==> src/inc/pod_pkg.sv <==
// Constants, register map and encodings of the emulator pod control block
package pod_pkg;

  // ----------------------------------------------------------------------
  // Register map (byte addresses of 32-bit words)
  // ----------------------------------------------------------------------
  localparam logic [3:0] OFS_CONFIG = 4'h0;
  localparam logic [3:0] OFS_UPPER  = 4'h4;
  localparam logic [3:0] OFS_DATA   = 4'h8;
  localparam logic [3:0] OFS_STATUS = 4'hC;

  // ----------------------------------------------------------------------
  // Configuration latch fields and reset value
  // ----------------------------------------------------------------------
  localparam int          CFG_CLK_INTERNAL = 0;
  localparam int          CFG_SEL_LO       = 1;
  localparam int          CFG_PRECEDENCE   = 3;
  localparam int          CFG_RUN          = 4;
  localparam logic [15:0] CFG_RESET        = 16'h0001;

  // Data port targets picked by the two select bits
  localparam logic [1:0] SEL_SELF_CHECK = 2'h0;
  localparam logic [1:0] SEL_MAP_RAM    = 2'h1;
  localparam logic [1:0] SEL_JAM_RAM    = 2'h2;
  localparam logic [1:0] SEL_VERIFY     = 2'h3;

  // Field positions in data port writes
  localparam int MAP_LOW_LSB  = 0;
  localparam int MAP_USER_BIT = 8;

  // Status word fields
  localparam int ST_IN_CIRCUIT = 0;
  localparam int ST_QUEUE_MODE = 1;
  localparam int ST_BREAK      = 2;
  localparam int ST_TGT_GRANT  = 3;
  localparam int ST_EMU_GRANT  = 4;
  localparam int ST_HOLD       = 5;

  // ----------------------------------------------------------------------
  // Cycle status line encodings
  // ----------------------------------------------------------------------
  localparam logic [2:0] CS_INTA    = 3'h0;
  localparam logic [2:0] CS_IO_RD   = 3'h1;
  localparam logic [2:0] CS_IO_WR   = 3'h2;
  localparam logic [2:0] CS_HALT    = 3'h3;
  localparam logic [2:0] CS_FETCH   = 3'h4;
  localparam logic [2:0] CS_MEM_RD  = 3'h5;
  localparam logic [2:0] CS_MEM_WR  = 3'h6;
  localparam logic [2:0] CS_PASSIVE = 3'h7;

  // ----------------------------------------------------------------------
  // Timing
  // ----------------------------------------------------------------------
  localparam int ON_POD_OSC_MHZ = 16;
  localparam int SYS_CLK_MHZ    = 200;

  // Pointer area compare: address bits 5 through 19 all zero
  localparam int VEC_LSB = 5;
  localparam int VEC_MSB = 19;

endpackage

==> src/verilog/emulator_pod_break_control.sv <==
// Emulator pod control: gating, strobes, arbiter, mapping, break jamming
//
// The implementer's own choices: the Avalon-MM slave port and the register offsets.
module emulator_pod_break_control #(
  parameter int CS_WIDTH    = 10,
  parameter int TMR_WIDTH   = 2,
  parameter int DMA_WIDTH   = 2,
  parameter int IRQ_WIDTH   = 4,
  parameter int JAM_DEPTH   = 16,
  parameter int MAP_ENTRIES = 256
) (
  // Clock and reset
  input  wire logic                 clk,
  input  wire logic                 rst_b,
  // Avalon-MM register slave
  input  wire logic [3:0]           address,
  input  wire logic                 read,
  input  wire logic                 write,
  input  wire logic [31:0]          writedata,
  output logic      [31:0]          readdata,
  output logic                      waitrequest,
  // Target side inputs (asynchronous)
  input  wire logic                 in_circuit_detector,
  input  wire logic [DMA_WIDTH-1:0] tgt_dma_req,
  input  wire logic [TMR_WIDTH-1:0] tgt_timer_in,
  input  wire logic [IRQ_WIDTH-1:0] tgt_int_req,
  input  wire logic                 tgt_nmi,
  input  wire logic                 tgt_bus_req,
  // Gated inputs toward processor
  output logic      [DMA_WIDTH-1:0] proc_dma_req,
  output logic      [TMR_WIDTH-1:0] proc_timer_in,
  output logic      [IRQ_WIDTH-1:0] proc_int_req,
  output logic                      proc_nmi,
  // Forwarded processor outputs
  input  wire logic [CS_WIDTH-1:0]  proc_chip_sel_b,
  input  wire logic [TMR_WIDTH-1:0] proc_timer_out,
  output logic      [CS_WIDTH-1:0]  tgt_chip_sel_b,
  output logic      [TMR_WIDTH-1:0] tgt_timer_out,
  // Clock source select
  output logic                      proc_clk_internal,
  // Processor bus
  input  wire logic [2:0]           cycle_status_lines,
  input  wire logic                 queue_state_bit0,
  input  wire logic                 queue_state_bit1,
  input  wire logic [19:0]          proc_addr,
  output logic      [15:0]          jam_data,
  output logic                      jam_drive,
  // Bus release arbiter and break request
  input  wire logic                 emu_bus_req,
  input  wire logic                 break_request,
  input  wire logic                 proc_hlda,
  output logic                      proc_hold,
  output logic                      tgt_bus_grant,
  output logic                      emu_bus_grant,
  // Target strobe pins
  input  wire logic                 tgt_rd_b_in,
  output logic                      tgt_rd_b_out,
  output logic                      tgt_rd_b_oe,
  output logic                      tgt_wr_qs1,
  output logic                      tgt_ale_qs0,
  output logic                      regenerated_latch_strobe,
  // Transceiver controls
  output logic                      tgt_xcvr_oe,
  output logic                      tgt_xcvr_to_target,
  output logic                      card_xcvr_oe,
  output logic                      card_xcvr_to_card
);
  import pod_pkg::*;

  // ----------------------------------------------------------------------
  // Input synchronisers
  // ----------------------------------------------------------------------
  localparam int NSYNC = DMA_WIDTH + TMR_WIDTH + IRQ_WIDTH + 4;
  logic [NSYNC-1:0] sync1_reg, sync2_reg, sync3_reg, filt_reg;
  logic [NSYNC-1:0] raw_in;
  assign raw_in = {tgt_dma_req, tgt_timer_in, tgt_int_req, tgt_nmi,
                   tgt_bus_req, tgt_rd_b_in, in_circuit_detector};

  // Three stages; a change counts once stages two and three agree
  always_ff @(posedge clk) begin
    if (!rst_b) begin
      sync1_reg <= '0;
      sync2_reg <= '0;
      sync3_reg <= '0;
      filt_reg  <= '0;
    end else begin
      sync1_reg <= raw_in;
      sync2_reg <= sync1_reg;
      sync3_reg <= sync2_reg;
      filt_reg  <= (sync2_reg & sync3_reg) |
                   (filt_reg & (sync2_reg ^ sync3_reg));
    end
  end

  logic in_circuit, tgt_rd_low, tgt_breq_s, tgt_nmi_s;
  logic       own_quiet, rd_low_reg;
  logic [4:0] own_low_reg;
  assign in_circuit = filt_reg[0];
  // Our own low drive echoes back through the synchroniser; hold the mode
  assign own_quiet  = own_low_reg == 5'h00 &&
                      !(tgt_rd_b_oe && !tgt_rd_b_out);
  assign tgt_rd_low = own_quiet ? ~filt_reg[1] : rd_low_reg;

  // Own drive history and last trusted read-line level
  always_ff @(posedge clk) begin
    if (!rst_b) begin
      own_low_reg <= 5'h00;
      rd_low_reg  <= 1'b0;
    end else begin
      own_low_reg <= {own_low_reg[3:0], tgt_rd_b_oe & ~tgt_rd_b_out};
      rd_low_reg  <= tgt_rd_low;
    end
  end
  assign tgt_breq_s = filt_reg[2];
  assign tgt_nmi_s  = filt_reg[3] & in_circuit;

  // ----------------------------------------------------------------------
  // Registers
  // ----------------------------------------------------------------------
  logic [15:0] config_reg;
  logic [3:0]  upper_reg;
  logic [15:0] self_check_reg;
  logic [2:0]  verify_reg;
  logic        ack_reg;
  logic        map_ram [MAP_ENTRIES];
  logic [15:0] jam_ram [JAM_DEPTH];

  logic [1:0] sel;
  logic       run_mode, wr_take, rd_take, precedence;
  assign sel        = config_reg[CFG_SEL_LO +: 2];
  assign run_mode   = config_reg[CFG_RUN];
  assign precedence = config_reg[CFG_PRECEDENCE];

  // Single wait cycle; write data lands at the release edge, read data one edge earlier
  assign waitrequest = (read | write) & ~ack_reg;
  assign wr_take     = write & ack_reg;
  assign rd_take     = read & ~ack_reg;

  always_ff @(posedge clk) begin
    if (!rst_b) ack_reg <= 1'b0;
    else        ack_reg <= (read | write) & ~ack_reg;
  end

  // Configuration latch
  always_ff @(posedge clk) begin
    if (!rst_b) config_reg <= CFG_RESET;
    else if (wr_take && address == OFS_CONFIG)
      config_reg <= writedata[15:0];
  end

  // Upper address latch, loaded only outside runs
  always_ff @(posedge clk) begin
    if (!rst_b) upper_reg <= 4'h0;
    else if (wr_take && address == OFS_UPPER && !run_mode)
      upper_reg <= writedata[11:8];
  end

  // Self-check latch, also the monitor compare address
  always_ff @(posedge clk) begin
    if (!rst_b) self_check_reg <= 16'h0000;
    else if (wr_take && address == OFS_DATA && sel == SEL_SELF_CHECK)
      self_check_reg <= writedata[15:0];
  end

  // Mapping and jam RAM programming
  logic [7:0] map_wr_idx;
  assign map_wr_idx = {upper_reg, writedata[MAP_LOW_LSB +: 4]};
  always_ff @(posedge clk) begin
    if (wr_take && address == OFS_DATA && !run_mode) begin
      if (sel == SEL_MAP_RAM)
        map_ram[map_wr_idx] <= writedata[MAP_USER_BIT];
      if (sel == SEL_JAM_RAM)
        jam_ram[upper_reg] <= writedata[15:0];
    end
  end

  // ----------------------------------------------------------------------
  // Status decode and strobe generation
  // ----------------------------------------------------------------------
  function automatic logic is_read(input logic [2:0] s);
    return s == CS_INTA || s == CS_IO_RD || s == CS_FETCH ||
           s == CS_MEM_RD;
  endfunction

  function automatic logic is_write(input logic [2:0] s);
    return s == CS_IO_WR || s == CS_MEM_WR;
  endfunction

  typedef enum logic [1:0] {CYC_IDLE, CYC_LOOKUP, CYC_ACTIVE} cyc_e;
  cyc_e        cyc_reg;
  logic [2:0]  status_prev_reg;
  logic        cycle_start;
  logic        rd_lat_reg, wr_lat_reg, fetch_lat_reg, user_reg;
  logic [19:0] addr_lat_reg;
  logic        mon_eq, vec_eq;

  // A cycle starts when status leaves passive for any state but halt
  assign cycle_start = status_prev_reg == CS_PASSIVE &&
                       cycle_status_lines != CS_PASSIVE &&
                       cycle_status_lines != CS_HALT;

  always_ff @(posedge clk) begin
    if (!rst_b) status_prev_reg <= CS_PASSIVE;
    else        status_prev_reg <= cycle_status_lines;
  end

  // Regenerated latch strobe and latched read/write decode
  always_ff @(posedge clk) begin
    if (!rst_b) begin
      regenerated_latch_strobe <= 1'b0;
      addr_lat_reg             <= 20'h00000;
      rd_lat_reg               <= 1'b0;
      wr_lat_reg               <= 1'b0;
      fetch_lat_reg            <= 1'b0;
    end else begin
      regenerated_latch_strobe <= cycle_start;
      if (cycle_start) begin
        addr_lat_reg  <= proc_addr;
        rd_lat_reg    <= is_read(cycle_status_lines);
        wr_lat_reg    <= is_write(cycle_status_lines);
        fetch_lat_reg <= cycle_status_lines == CS_FETCH;
      end
    end
  end

  // Cycle phase: lookup one cycle, then qualified strobes until passive
  always_ff @(posedge clk) begin
    if (!rst_b) cyc_reg <= CYC_IDLE;
    else begin
      case (cyc_reg)
        CYC_IDLE:   if (cycle_start) cyc_reg <= CYC_LOOKUP;
        CYC_LOOKUP: cyc_reg <= CYC_ACTIVE;
        CYC_ACTIVE:
          if (cycle_status_lines == CS_PASSIVE) cyc_reg <= CYC_IDLE;
        default:    cyc_reg <= CYC_IDLE;
      endcase
    end
  end

  // Comparators on the latched address
  assign mon_eq = addr_lat_reg[15:0] == self_check_reg;
  assign vec_eq = addr_lat_reg[VEC_MSB:VEC_LSB] == '0;

  // Map lookup and verify latch, both taken in the lookup phase
  always_ff @(posedge clk) begin
    if (!rst_b) begin
      user_reg   <= 1'b0;
      verify_reg <= 3'h0;
    end else if (cyc_reg == CYC_LOOKUP) begin
      user_reg   <= map_ram[addr_lat_reg[19:12]];
      verify_reg <= {map_ram[addr_lat_reg[19:12]], mon_eq, vec_eq};
    end
  end

  logic active, user_rd, user_wr, emu_rd, emu_wr;
  assign active  = cyc_reg == CYC_ACTIVE;
  assign user_rd = active & rd_lat_reg & user_reg;
  assign user_wr = active & wr_lat_reg & user_reg;
  assign emu_rd  = active & rd_lat_reg & ~user_reg;
  assign emu_wr  = active & wr_lat_reg & ~user_reg;

  // ----------------------------------------------------------------------
  // Target strobe pins and transceivers
  // ----------------------------------------------------------------------
  logic queue_mode;
  assign queue_mode = in_circuit & tgt_rd_low;

  always_ff @(posedge clk) begin
    if (!rst_b) begin
      tgt_rd_b_out       <= 1'b1;
      tgt_rd_b_oe        <= 1'b0;
      tgt_wr_qs1         <= 1'b1;
      tgt_ale_qs0        <= 1'b0;
      tgt_xcvr_oe        <= 1'b0;
      tgt_xcvr_to_target <= 1'b1;
    end else begin
      if (queue_mode) begin
        tgt_rd_b_oe <= 1'b0;
        tgt_ale_qs0 <= queue_state_bit0;
        tgt_wr_qs1  <= queue_state_bit1;
      end else begin
        tgt_rd_b_oe <= in_circuit;
        tgt_ale_qs0 <= cycle_start;
        tgt_wr_qs1  <= ~user_wr;
      end
      tgt_rd_b_out       <= ~user_rd;
      tgt_xcvr_oe        <= user_rd | user_wr | cycle_start;
      tgt_xcvr_to_target <= ~user_rd;
    end
  end

  // Card side transceivers: cycles in runs, card strobes otherwise
  always_ff @(posedge clk) begin
    if (!rst_b) begin
      card_xcvr_oe      <= 1'b0;
      card_xcvr_to_card <= 1'b0;
    end else if (run_mode) begin
      card_xcvr_oe      <= emu_rd | emu_wr | cycle_start;
      card_xcvr_to_card <= ~emu_rd;
    end else begin
      card_xcvr_oe      <= read | write;
      card_xcvr_to_card <= read;
    end
  end

  // ----------------------------------------------------------------------
  // Bus release arbiter
  // ----------------------------------------------------------------------
  typedef enum logic [1:0] {ARB_IDLE, ARB_ASK, ARB_GRANT, ARB_DROP} arb_e;
  arb_e arb_reg;
  logic winner_tgt_reg, want;
  assign want = winner_tgt_reg ? tgt_breq_s & in_circuit : emu_bus_req;

  always_ff @(posedge clk) begin
    if (!rst_b) begin
      arb_reg        <= ARB_IDLE;
      winner_tgt_reg <= 1'b0;
    end else begin
      case (arb_reg)
        ARB_IDLE:
          if (tgt_breq_s && in_circuit) begin
            winner_tgt_reg <= 1'b1;
            arb_reg        <= ARB_ASK;
          end else if (emu_bus_req) begin
            winner_tgt_reg <= 1'b0;
            arb_reg        <= ARB_ASK;
          end
        ARB_ASK:
          if (!want)          arb_reg <= ARB_DROP;
          else if (proc_hlda) arb_reg <= ARB_GRANT;
        ARB_GRANT: if (!want) arb_reg <= ARB_DROP;
        ARB_DROP:  if (!proc_hlda) arb_reg <= ARB_IDLE;
        default:   arb_reg <= ARB_IDLE;
      endcase
    end
  end

  assign proc_hold     = arb_reg == ARB_ASK || arb_reg == ARB_GRANT;
  assign tgt_bus_grant = arb_reg == ARB_GRANT && winner_tgt_reg;
  assign emu_bus_grant = arb_reg == ARB_GRANT && !winner_tgt_reg;

  // ----------------------------------------------------------------------
  // Break controller and instruction jamming
  // ----------------------------------------------------------------------
  typedef enum logic [1:0] {BRK_IDLE, BRK_NMI, BRK_JAM} brk_e;
  brk_e        brk_reg;
  logic [3:0]  jam_addr_reg;
  logic        tgt_first, jam_end;
  assign tgt_first = precedence & tgt_nmi_s;
  assign jam_end   = cyc_reg == CYC_ACTIVE &&
                     cycle_status_lines == CS_PASSIVE && fetch_lat_reg;

  always_ff @(posedge clk) begin
    if (!rst_b) begin
      brk_reg      <= BRK_IDLE;
      jam_addr_reg <= 4'h0;
    end else begin
      case (brk_reg)
        BRK_IDLE:
          if (break_request && !tgt_first) begin
            brk_reg      <= BRK_NMI;
            jam_addr_reg <= 4'h0;
          end
        BRK_NMI: if (cycle_start) brk_reg <= BRK_JAM;
        BRK_JAM:
          if (jam_end) begin
            if (mon_eq || jam_addr_reg == 4'(JAM_DEPTH - 1))
              brk_reg <= BRK_IDLE;
            else
              jam_addr_reg <= jam_addr_reg + 4'h1;
          end
        default: brk_reg <= BRK_IDLE;
      endcase
    end
  end

  // Jammed word is driven during fetch reads of a break
  always_ff @(posedge clk) begin
    if (!rst_b) begin
      jam_data  <= 16'h0000;
      jam_drive <= 1'b0;
      proc_nmi  <= 1'b0;
    end else begin
      jam_data  <= jam_ram[jam_addr_reg];
      jam_drive <= brk_reg == BRK_JAM && active && fetch_lat_reg;
      proc_nmi  <= tgt_nmi_s || brk_reg == BRK_NMI;
    end
  end

  // ----------------------------------------------------------------------
  // Pass-through, gating and read-back
  // ----------------------------------------------------------------------
  assign tgt_chip_sel_b    = proc_chip_sel_b;
  assign tgt_timer_out     = proc_timer_out;
  assign proc_clk_internal = config_reg[CFG_CLK_INTERNAL];

  // Target request lines blocked out of circuit
  always_comb begin
    {proc_dma_req, proc_timer_in, proc_int_req} =
      filt_reg[NSYNC-1:4] & {(NSYNC-4){in_circuit}};
  end

  // Register read-back
  always_ff @(posedge clk) begin
    if (!rst_b) readdata <= 32'h00000000;
    else if (rd_take) begin
      case (address)
        OFS_CONFIG: readdata <= {16'h0000, config_reg};
        OFS_UPPER:  readdata <= {20'h00000, upper_reg, 8'h00};
        OFS_DATA:
          case (sel)
            SEL_SELF_CHECK: readdata <= {16'h0000, self_check_reg};
            SEL_MAP_RAM:
              readdata <= {31'h00000000, map_ram[map_wr_idx]};
            SEL_JAM_RAM:    readdata <= {16'h0000, jam_ram[upper_reg]};
            default:        readdata <= {29'h00000000, verify_reg};
          endcase
        OFS_STATUS:
          readdata <= {26'h0000000, proc_hold, emu_bus_grant,
                       tgt_bus_grant, brk_reg != BRK_IDLE,
                       queue_mode, in_circuit};
        default:    readdata <= 32'h00000000;
      endcase
    end
  end

endmodule

==> config.mk <==
export PLATFORM = sky130hd
export DESIGN_NAME = emulator_pod_break_control
export DESIGN_NICKNAME = d
export VERILOG_FILES = /design/src/inc/pod_pkg.sv /design/src/verilog/emulator_pod_break_control.sv
export SDC_FILE = /design/constraint.sdc
export NUM_CORES = 1
export LEC_CHECK = 0
export BUFFER_PORTS_ARGS = -buffer_cell sky130_fd_sc_hd__buf_4
export CAP_MARGIN = 20
export CORE_UTILIZATION = 30
export DETAILED_ROUTE_END_ITERATION = 16
export GPL_ROUTABILITY_DRIVEN = 0
export HOLD_SLACK_MARGIN = 0.06
export PLACE_DENSITY = 0.49
export SLEW_MARGIN = 20
export SYNTH_ARGS = -nofsm -noshare
export SYNTH_HDL_FRONTEND = slang
export SYNTH_SLANG_ARGS = --single-unit
==> constraint.sdc <==
create_clock -name clk -period 3.85 [get_ports clk]
set_input_delay 0.5775 -clock clk [delete_from_list [all_inputs] [get_ports clk]]
set_output_delay 0.5775 -clock clk [all_outputs]
set_load 0.02 [all_outputs]
==> flow_metrics.py, run 1 <==
metrics = {
    "hold_path": {
        "hold_path.startpoint": "tgt_dma_req[0]",
        "worst_hold_path_type": "in2reg",
        "hold_path_end": "sync1_reg[10]$_SDFF_PN0_",
        "holdPathStages": 2,
    },
    "floorplanning": {
        "rows": 119,
        "die_width_um": 328,
        "start_util_pct": 30.3,
        "design.die.area_um2": 108000,
        "chipHeight_um": 328,
        "floorplan.io_pins": 176,
        "floorplan.core_area_um2": 105000,
    },
    "synth": {
        "ys_seq_area_share_pct": 59.9,
        "synth_flop_cell": "sky130_fd_sc_hd__edfxtp_1",
        "ys_async_sr_fraction_pct": 0,
        "ys_top_cells_by_area": "sky130_fd_sc_hd__edfxtp_1 48%, sky130_fd_sc_hd__mux4_2 20%, sky130_fd_sc_hd__dfxtp_1 12%",
        "synth_edf_count": 512,
        "yosysUniqueCellTypes": 62,
        "synth_most_common_cell": "sky130_fd_sc_hd__edfxtp_1",
        "mappedNetlistArea_um2": 31900,
        "post_synth.cell_area_avg_um2": 14.7,
        "synth_top_cell_by_area": "sky130_fd_sc_hd__edfxtp_1",
        "synth.cells.most_frequent": "512 x sky130_fd_sc_hd__edfxtp_1, 341 x sky130_fd_sc_hd__nor2_1, 278 x sky130_fd_sc_hd__mux4_2, 185 x sky130_fd_sc_hd__dfxtp_1, 142 x sky130_fd_sc_hd__nand2_1",
        "postSynthCellCount": 2170,
        "synth-seq-cells": 697,
        "synthesis.yosys.warnings": 0,
        "synth_top_area_share_pct": 48.2,
    },
    "critical_path": {
        "worstPathMaxFanout": 15,
        "timing.critical_path.cells": "buf_4 > mux4_2 > mux4_2 > a21oi_1 > nand2_1 > a21oi_1 > o31ai_1",
        "worstPathArrival_ps": 3470,
        "critical_path.reg2reg.endpoint": "verify_reg[2]$_SDFFE_PN0N_",
        "timing.reg2reg.setup_slack_ps": 870,
        "critPathMaxStageDelay_ps": 590,
        "r2r.worst_path.cells": 7,
        "cp-end-kind": "flop",
        "slowest_stage": "sky130_fd_sc_hd__dfxtp_4",
        "setup.worst_path.start_class": "flop",
        "path_class": "reg2reg",
        "crit_required_ps": 4330,
    },
    "global_routing": {
        "groute.layer.met2.usage_pct": 30.2,
        "first_global_vias": 20393,
        "grtUsageMet3_pct": 3.06,
        "globalRoute.busiestLayer": "met2",
        "antenna_violations_before_repair": 0,
        "globalRouteOverflowTotal": 0,
        "grt_first_pass_wirelength_um": 140000,
        "grt_start_max_net_pins": 144,
        "use_met1_pct": 22.9,
        "groute.usage.overall_pct": 17.7,
    },
    "timing": {
        "post-route-min-period_ps": 2980,
        "slew_viol_final": 0,
        "maxClockFrequency_mhz": 335,
        "finalSetupTns_ps": 0,
        "hold_slack_final_ps": 168,
        "final_hold_viol_count": 0,
        "clock-skew-final_ps": 28.4,
        "worstMarginPinSlew_ps": 1030,
        "grt_setup_unrepaired": "false",
        "final_worst_path_period_share_pct": 77.5,
        "relative_slew_slack_pct": 31.6,
        "finalSetupViolCount": 0,
    },
    "placement": {
        "hpwlAfterDp_um": 61600,
        "io_buffers": 119,
    },
    "clock_network": {
        "clock_sink_total": 697,
        "worstSkewPairLatency_ps": 620,
        "clkTransAtPathRegs_ps": 60,
        "cts-resized-gates": 0,
        "number_of_hold_buffers_added_after_cts": 0,
        "cts_tree": "built",
        "h_tree_lvls": 3,
        "ctsLongestPathBuffers": 3,
        "cts_post_setup_buffers_inserted": 0,
        "cts_inserted_buffers": 78,
        "ctsRootBufferMaster": "sky130_fd_sc_hd__clkbuf_16",
    },
    "outcome": {
        "outcome": "completed",
    },
    "finish": {
        "fill_cells": 10022,
        "layout-area-overhead-vs-synth_pct": 16.4,
        "drive_above_1_share_pct": 27.6,
        "antenna-diode-count": 0,
        "final_nets": 2404,
    },
    "power": {
        "power_w": 0.0166,
        "power-per-cell-area_nw_per_um2": 447,
        "vdd_ir_drop_max_v": 0.000436,
        "leakage_power_figure_nw": 11.7,
    },
    "detailed_routing": {
        "final_antenna_net_count": 0,
        "drt_wl_total_um": 95300,
        "viasPerCell": 5.26,
        "first_pass_iters": 7,
        "route.vias.total": 19688,
        "drc_errors": 0,
        "detailedRoute.firstIterationViolations": 1933,
        "drt-wirelength-per-cell_um": 25.5,
    },
    "flow_run": {
        "max_cap_violations": 0,
    },
}
[report_power, final]
group / internal (W) / switching (W)
Clock: 0.00425 / 0.00301
Combinational: 0.000486 / 0.000610
Sequential: 0.00812 / 0.000110
[per-layer routing]
metal,share of wire [%],vias to the layer above
met5,0,-
met4,2.5,0
met3,6.8,151
met2,50,751
met1,41,10237
li1,-,8549
[cells in the final DEF, fill, tap and decap left out, types with 5 or more instances in the layout]
master	netlist	routed
sky130_fd_sc_hd__nand2_1	142	142
sky130_fd_sc_hd__nor2_2	0	16
sky130_fd_sc_hd__mux4_2	278	278
sky130_fd_sc_hd__clkbuf_1	88	13
sky130_fd_sc_hd__mux2i_1	77	77
sky130_fd_sc_hd__buf_12	0	13
sky130_fd_sc_hd__ha_1	17	17
sky130_fd_sc_hd__clkinv_1	0	9
sky130_fd_sc_hd__a22o_1	10	10
sky130_fd_sc_hd__a21oi_1	83	83
sky130_fd_sc_hd__dfxtp_1	185	177
sky130_fd_sc_hd__clkinv_2	0	17
sky130_fd_sc_hd__nand3_1	23	23
sky130_fd_sc_hd__clkbuf_8	0	6
sky130_fd_sc_hd__o21ai_0	20	20
sky130_fd_sc_hd__nor2b_1	20	20
sky130_fd_sc_hd__o22ai_1	6	6
sky130_fd_sc_hd__and3_1	7	7
sky130_fd_sc_hd__nand4_1	11	11
sky130_fd_sc_hd__inv_1	10	10
sky130_fd_sc_hd__and2_1	75	75
sky130_fd_sc_hd__a211oi_1	8	8
sky130_fd_sc_hd__dfxtp_2	0	5
sky130_fd_sc_hd__mux4_1	5	5
sky130_fd_sc_hd__edfxtp_1	512	512
sky130_fd_sc_hd__a22oi_1	30	30
sky130_fd_sc_hd__nor4_1	9	9
sky130_fd_sc_hd__buf_4	39	209
sky130_fd_sc_hd__clkbuf_16	0	80
sky130_fd_sc_hd__nand2b_1	6	6
sky130_fd_sc_hd__bufinv_16	0	5
sky130_fd_sc_hd__xnor2_1	19	19
sky130_fd_sc_hd__nor3_1	20	19
sky130_fd_sc_hd__conb_1	1	16
sky130_fd_sc_hd__nor2_1	341	325
[area by class of cell]
type	instances	area, µm²	share of cell area (%)
well taps	1391	1740	4.69
inverters	12	46.3	0.125
clock buffers	99	2130	5.75
repair buffers	223	1840	4.96
flip-flops and latches	697	19100	51.5
multi-input cells	1283	11900	32.1
clock inverters	37	337	0.907
[worst max-delay path by stage]
stage	slack, ps	to	start	cells after the start
4_1_cts	830	verify_reg[2]$_SDFFE_PN0N_	flop	7
2_1_floorplan	810	jam_ram[10][0]$_DFFE_PP_	address[2]	6
5_1_grt	620	verify_reg[2]$_SDFFE_PN0N_	flop	7
3_3_place_gp	480	readdata[0]$_SDFFE_PN0P_	writedata[0]	9
3_5_place_dp	340	map_ram[82]$_DFFE_PP_	address[2]	9
6_report	870	verify_reg[2]$_SDFFE_PN0N_	flop	7
[cells by family (layout without fill, tap and decap cells)]
logic type | count (synthesis) | in the layout | synth area share, %
AND/OR/NAND/NOR | 673 | 673 | 9.34
XOR/XNOR | 19 | 19 | 0.522
adder cells (fa/ha/maj) | 17 | 17 | 0.667
flip-flops | 697 | 697 | 59.9
buffers and inverters | 205 | 371 | 3.10
AO/OA/AOI/OAI | 194 | 194 | 3.88
other | 1 | 16 | 0.0118
multiplexers | 364 | 364 | 22.6
[metrics by stage]
| stage | util [%] | instances | instance area, µm² | setup WS [ps] |
|---|---|---|---|---|
| 6_report | 35.3 | 3742 | 37100 | 865 |
| 5_1_grt | 35.3 | 3742 | 37100 | 625 |
| 4_1_cts | 35.2 | 3742 | 37100 | 833 |
| 3_5_place_dp | 32.9 | 3606 | 34600 | 339 |
| 3_3_place_gp | 32.9 | 3606 | 34600 | 481 |
| 2_1_floorplan | - | 2185 | 31900 | 806 |
[worst max-delay path, delay by kind of cell, from the launching register on]
kind | cells | cell delay, ps
compound gates | 3 | 680
buf+inv | 1 | 370
flops | 1 | 590
mux | 2 | 1110
simple gates | 1 | 70
No activity file was read; power rests on OpenSTA's default activity.
==> run 2: changes to the inputs <==
- ABC_AREA: not set -> 1
- clock period: 3.85 -> 2.8 ns (I/O delays scaled with it)
==> flow_metrics.py, run 2 <==
metrics = {
    "outcome": {
        "outcome": "completed",
    },
    "synth": {
        "share_of_the_synthesized_area_in_compound_gates_ao_oa_aoi_oai_pct": 15.7,
        "yosys-mux-area-fraction_pct": 0,
        "synth_flop_cell": "sky130_fd_sc_hd__edfxtp_1",
        "synth_top_area_share_pct": 46.1,
        "ys_seq_area_share_pct": 57.2,
        "synth_fa_ha_area_share_pct": 0.638,
        "yosysUniqueCellTypes": 39,
        "largest_family_of_logic_cells_by_synthesized_area": "simple AND/OR/NAND/NOR gates",
        "synth_edf_count": 512,
        "mappedNetlistArea_um2": 33300,
        "post_synth.cell_area_avg_um2": 8.61,
        "synthesis.yosys.warnings": 0,
        "postSynthCellCount": 3871,
        "ys_top_cells_by_area": "sky130_fd_sc_hd__edfxtp_1 46%, sky130_fd_sc_hd__dfxtp_1 11%, sky130_fd_sc_hd__nand2_1 8.9%",
        "synth_most_common_cell": "sky130_fd_sc_hd__nand2_1",
        "yosys.area_share.simple_pct": 19.6,
        "synth-xor-area-share_pct": 0.236,
        "synth-seq-cells": 697,
        "synth.cells.most_frequent": "792 x sky130_fd_sc_hd__nand2_1, 626 x sky130_fd_sc_hd__nor2_1, 544 x sky130_fd_sc_hd__o21ai_0, 512 x sky130_fd_sc_hd__edfxtp_1, 237 x sky130_fd_sc_hd__a21oi_1",
        "ys_async_sr_fraction_pct": 0,
        "synth_top_cell_by_area": "sky130_fd_sc_hd__edfxtp_1",
    },
    "finish": {
        "antenna-diode-count": 0,
        "drive_above_1_share_pct": 12.1,
        "instances_no_fill": 5568,
        "layout-area-overhead-vs-synth_pct": 20.2,
        "commonest_non_fill_non_tap_cell_in_the_layout": "sky130_fd_sc_hd__nand2_1",
        "final_nets": 4140,
        "layout.cells.most_common_list": "792 x sky130_fd_sc_hd__nand2_1, 607 x sky130_fd_sc_hd__nor2_1, 544 x sky130_fd_sc_hd__o21ai_0",
    },
    "detailed_routing": {
        "viasPerCell": 5.06,
        "drc_errors": 0,
        "route.vias.total": 28186,
        "first_pass_iters": 6,
        "detailedRoute.firstIterationViolations": 2434,
        "drt-wirelength-per-cell_um": 20.9,
        "drt_wl_total_um": 116000,
        "final_antenna_net_count": 0,
    },
    "power": {
        "int_pwr_w": 0.0189,
        "vdd_ir_drop_max_v": 0.000413,
        "power_w": 0.0266,
        "seqPwrFrac_pct": 43.3,
        "switching_share_pct": 28.7,
        "clock_power_share_pct": 39.6,
        "comb_power_share_pct": 17.1,
        "netSwitchingPower_w": 0.00762,
        "power-per-cell-area_nw_per_um2": 663,
        "leakage_power_figure_nw": 14.9,
    },
    "timing": {
        "maxClockFrequency_mhz": 396,
        "slew_viol_final": 0,
        "setup_slack_ps": 276,
        "worstMarginPinSlew_ps": 959,
        "relative_slew_slack_pct": 36.0,
        "clock-skew-final_ps": 28.7,
        "final_worst_path_period_share_pct": 90.1,
        "final_hold_viol_count": 0,
        "grt_setup_unrepaired": "false",
        "finalSetupViolCount": 0,
        "finalSetupTns_ps": 0,
        "hold_slack_final_ps": 84.2,
        "post-route-min-period_ps": 2520,
    },
    "floorplanning": {
        "design.die.area_um2": 112000,
        "start_util_pct": 30.5,
        "die_width_um": 335,
        "floorplan.core_area_um2": 109000,
        "floorplan.io_pins": 176,
        "rows": 121,
        "chipHeight_um": 335,
    },
    "clock_network": {
        "clock_sink_total": 697,
        "clkTransAtPathRegs_ps": 60,
        "h_tree_lvls": 3,
        "cts_inserted_buffers": 79,
        "ctsLongestPathBuffers": 3,
        "worstSkewPairLatency_ps": 660,
        "cts_tree": "built",
        "ctsRootBufferMaster": "sky130_fd_sc_hd__clkbuf_16",
    },
    "hold_path": {
        "hold_path.startpoint": "proc_addr[17]",
        "worst_hold_path_type": "in2reg",
        "holdPathStages": 3,
    },
    "placement": {
        "io_buffers": 119,
        "place_ws_ps": -15.3,
        "dpl.cell_count": 5397,
        "hpwlAfterDp_um": 74000,
    },
    "critical_path": {
        "setup.worst_path.start_class": "flop",
        "cp-end-kind": "flop",
        "slowest_stage": "sky130_fd_sc_hd__dfxtp_2",
        "worstPathMaxFanout": 22,
        "path_class": "reg2reg",
        "timing.critical_path.cells": "buf_4 > o21ai_0 > o22ai_1 > o21ai_0 > o22ai_1 > nand2_1 > nand3_1 > nand3_1 > o21ai_1 > nand2_1 > nand3_1 > nand2_1 > inv_1",
        "critPathMaxStageDelay_ps": 490,
        "worstPathArrival_ps": 3130,
        "crit_required_ps": 3400,
        "r2r.worst_path.cells": 13,
    },
    "flow_run": {
        "max_cap_violations": 0,
    },
    "global_routing": {
        "groute.usage.overall_pct": 20.3,
        "grt_first_pass_wirelength_um": 171000,
        "first_global_vias": 26618,
        "grt_start_max_net_pins": 108,
        "globalRouteOverflowTotal": 0,
        "antenna_violations_before_repair": 1,
    },
}
==> run 2: changes by cell type in the layout (fill, tap and decap cells not counted), sizes merged, moves of 77 or more <==
cell,delta
buf,+110
nand3,+145
o21ai,+532
mux4,-283
inv,+211
mux2i,-77
a21oi,+154
nand2,+650
o22ai,+85
nor2,+286
==> run 2: timing repair <==
action	CTS	global route
hold buffers	29	0
setup buffers	0	0
hold endpoints to repair	32	0
resized for setup	0	0
==> run 2: cell families after synthesis <==
group           Yosys count
flops                   697
buf+inv                 530
compound gates          976
other cells               1
fa+ha+maj                17
xor+xnor                  9
simple gates           1641
==> run 2: stage by stage <==
step,utilization [%],area (µm²)
4_1_cts,36.6,40100
3_5_place_dp,34.0,37200
5_1_grt,36.6,40100
2_1_floorplan,-,33400
3_3_place_gp,34.0,37200
6_report,36.6,40100
==> run 2: path summary, 6_finish.rpt <==
check / end / slack, ps
max: verify_reg[2]$_SDFFE_PN0N_ / 280
min: addr_lat_reg[17]$_SDFFE_PN0P_ / 80
max reg2reg: verify_reg[2]$_SDFFE_PN0N_ / 280
min reg2reg: own_low_reg[3]$_SDFF_PN0_ / 410
==> run 2: power by group through the flow <==
stage | clock (W) | sequential [W] | combinational (W)
after global routing | 0.0111 | 0.0115 | 0.00498
after floorplan | 0 | 0.0117 | 0.00272
after global placement | 0 | 0.0117 | 0.00448
final | 0.0105 | 0.0115 | 0.00455
after CTS | 0.0107 | 0.0115 | 0.00454
after detailed placement | 0 | 0.0117 | 0.00449
==> run 2: worst max-delay path: cells and delay by family, from the launching register on <==
family | cells | cell delay [ps]
compound gates | 5 | 890
simple gates | 6 | 660
flops | 1 | 490
buf+inv | 2 | 400
==> run 2: cell type report <==
type	count	area [µm²]
fillers	11184	69400
flip-flops and latches	697	19100
multi-input cells	2659	12200
repair buffers	362	3480
clock buffers	105	2280
well taps	1476	1850
inverters	232	876
clock inverters	37	335
==> run 2: metal layers <==
layer	vias up	track usage [%]	share of wire, %	wire length (µm)
li1	13462	-	-	-
met1	13594	26.9	44	50700
met2	921	33.7	47	55200
met3	207	2.93	5.9	6840
met4	2	6.55	3.1	3620
met5	-	0	0.011	13
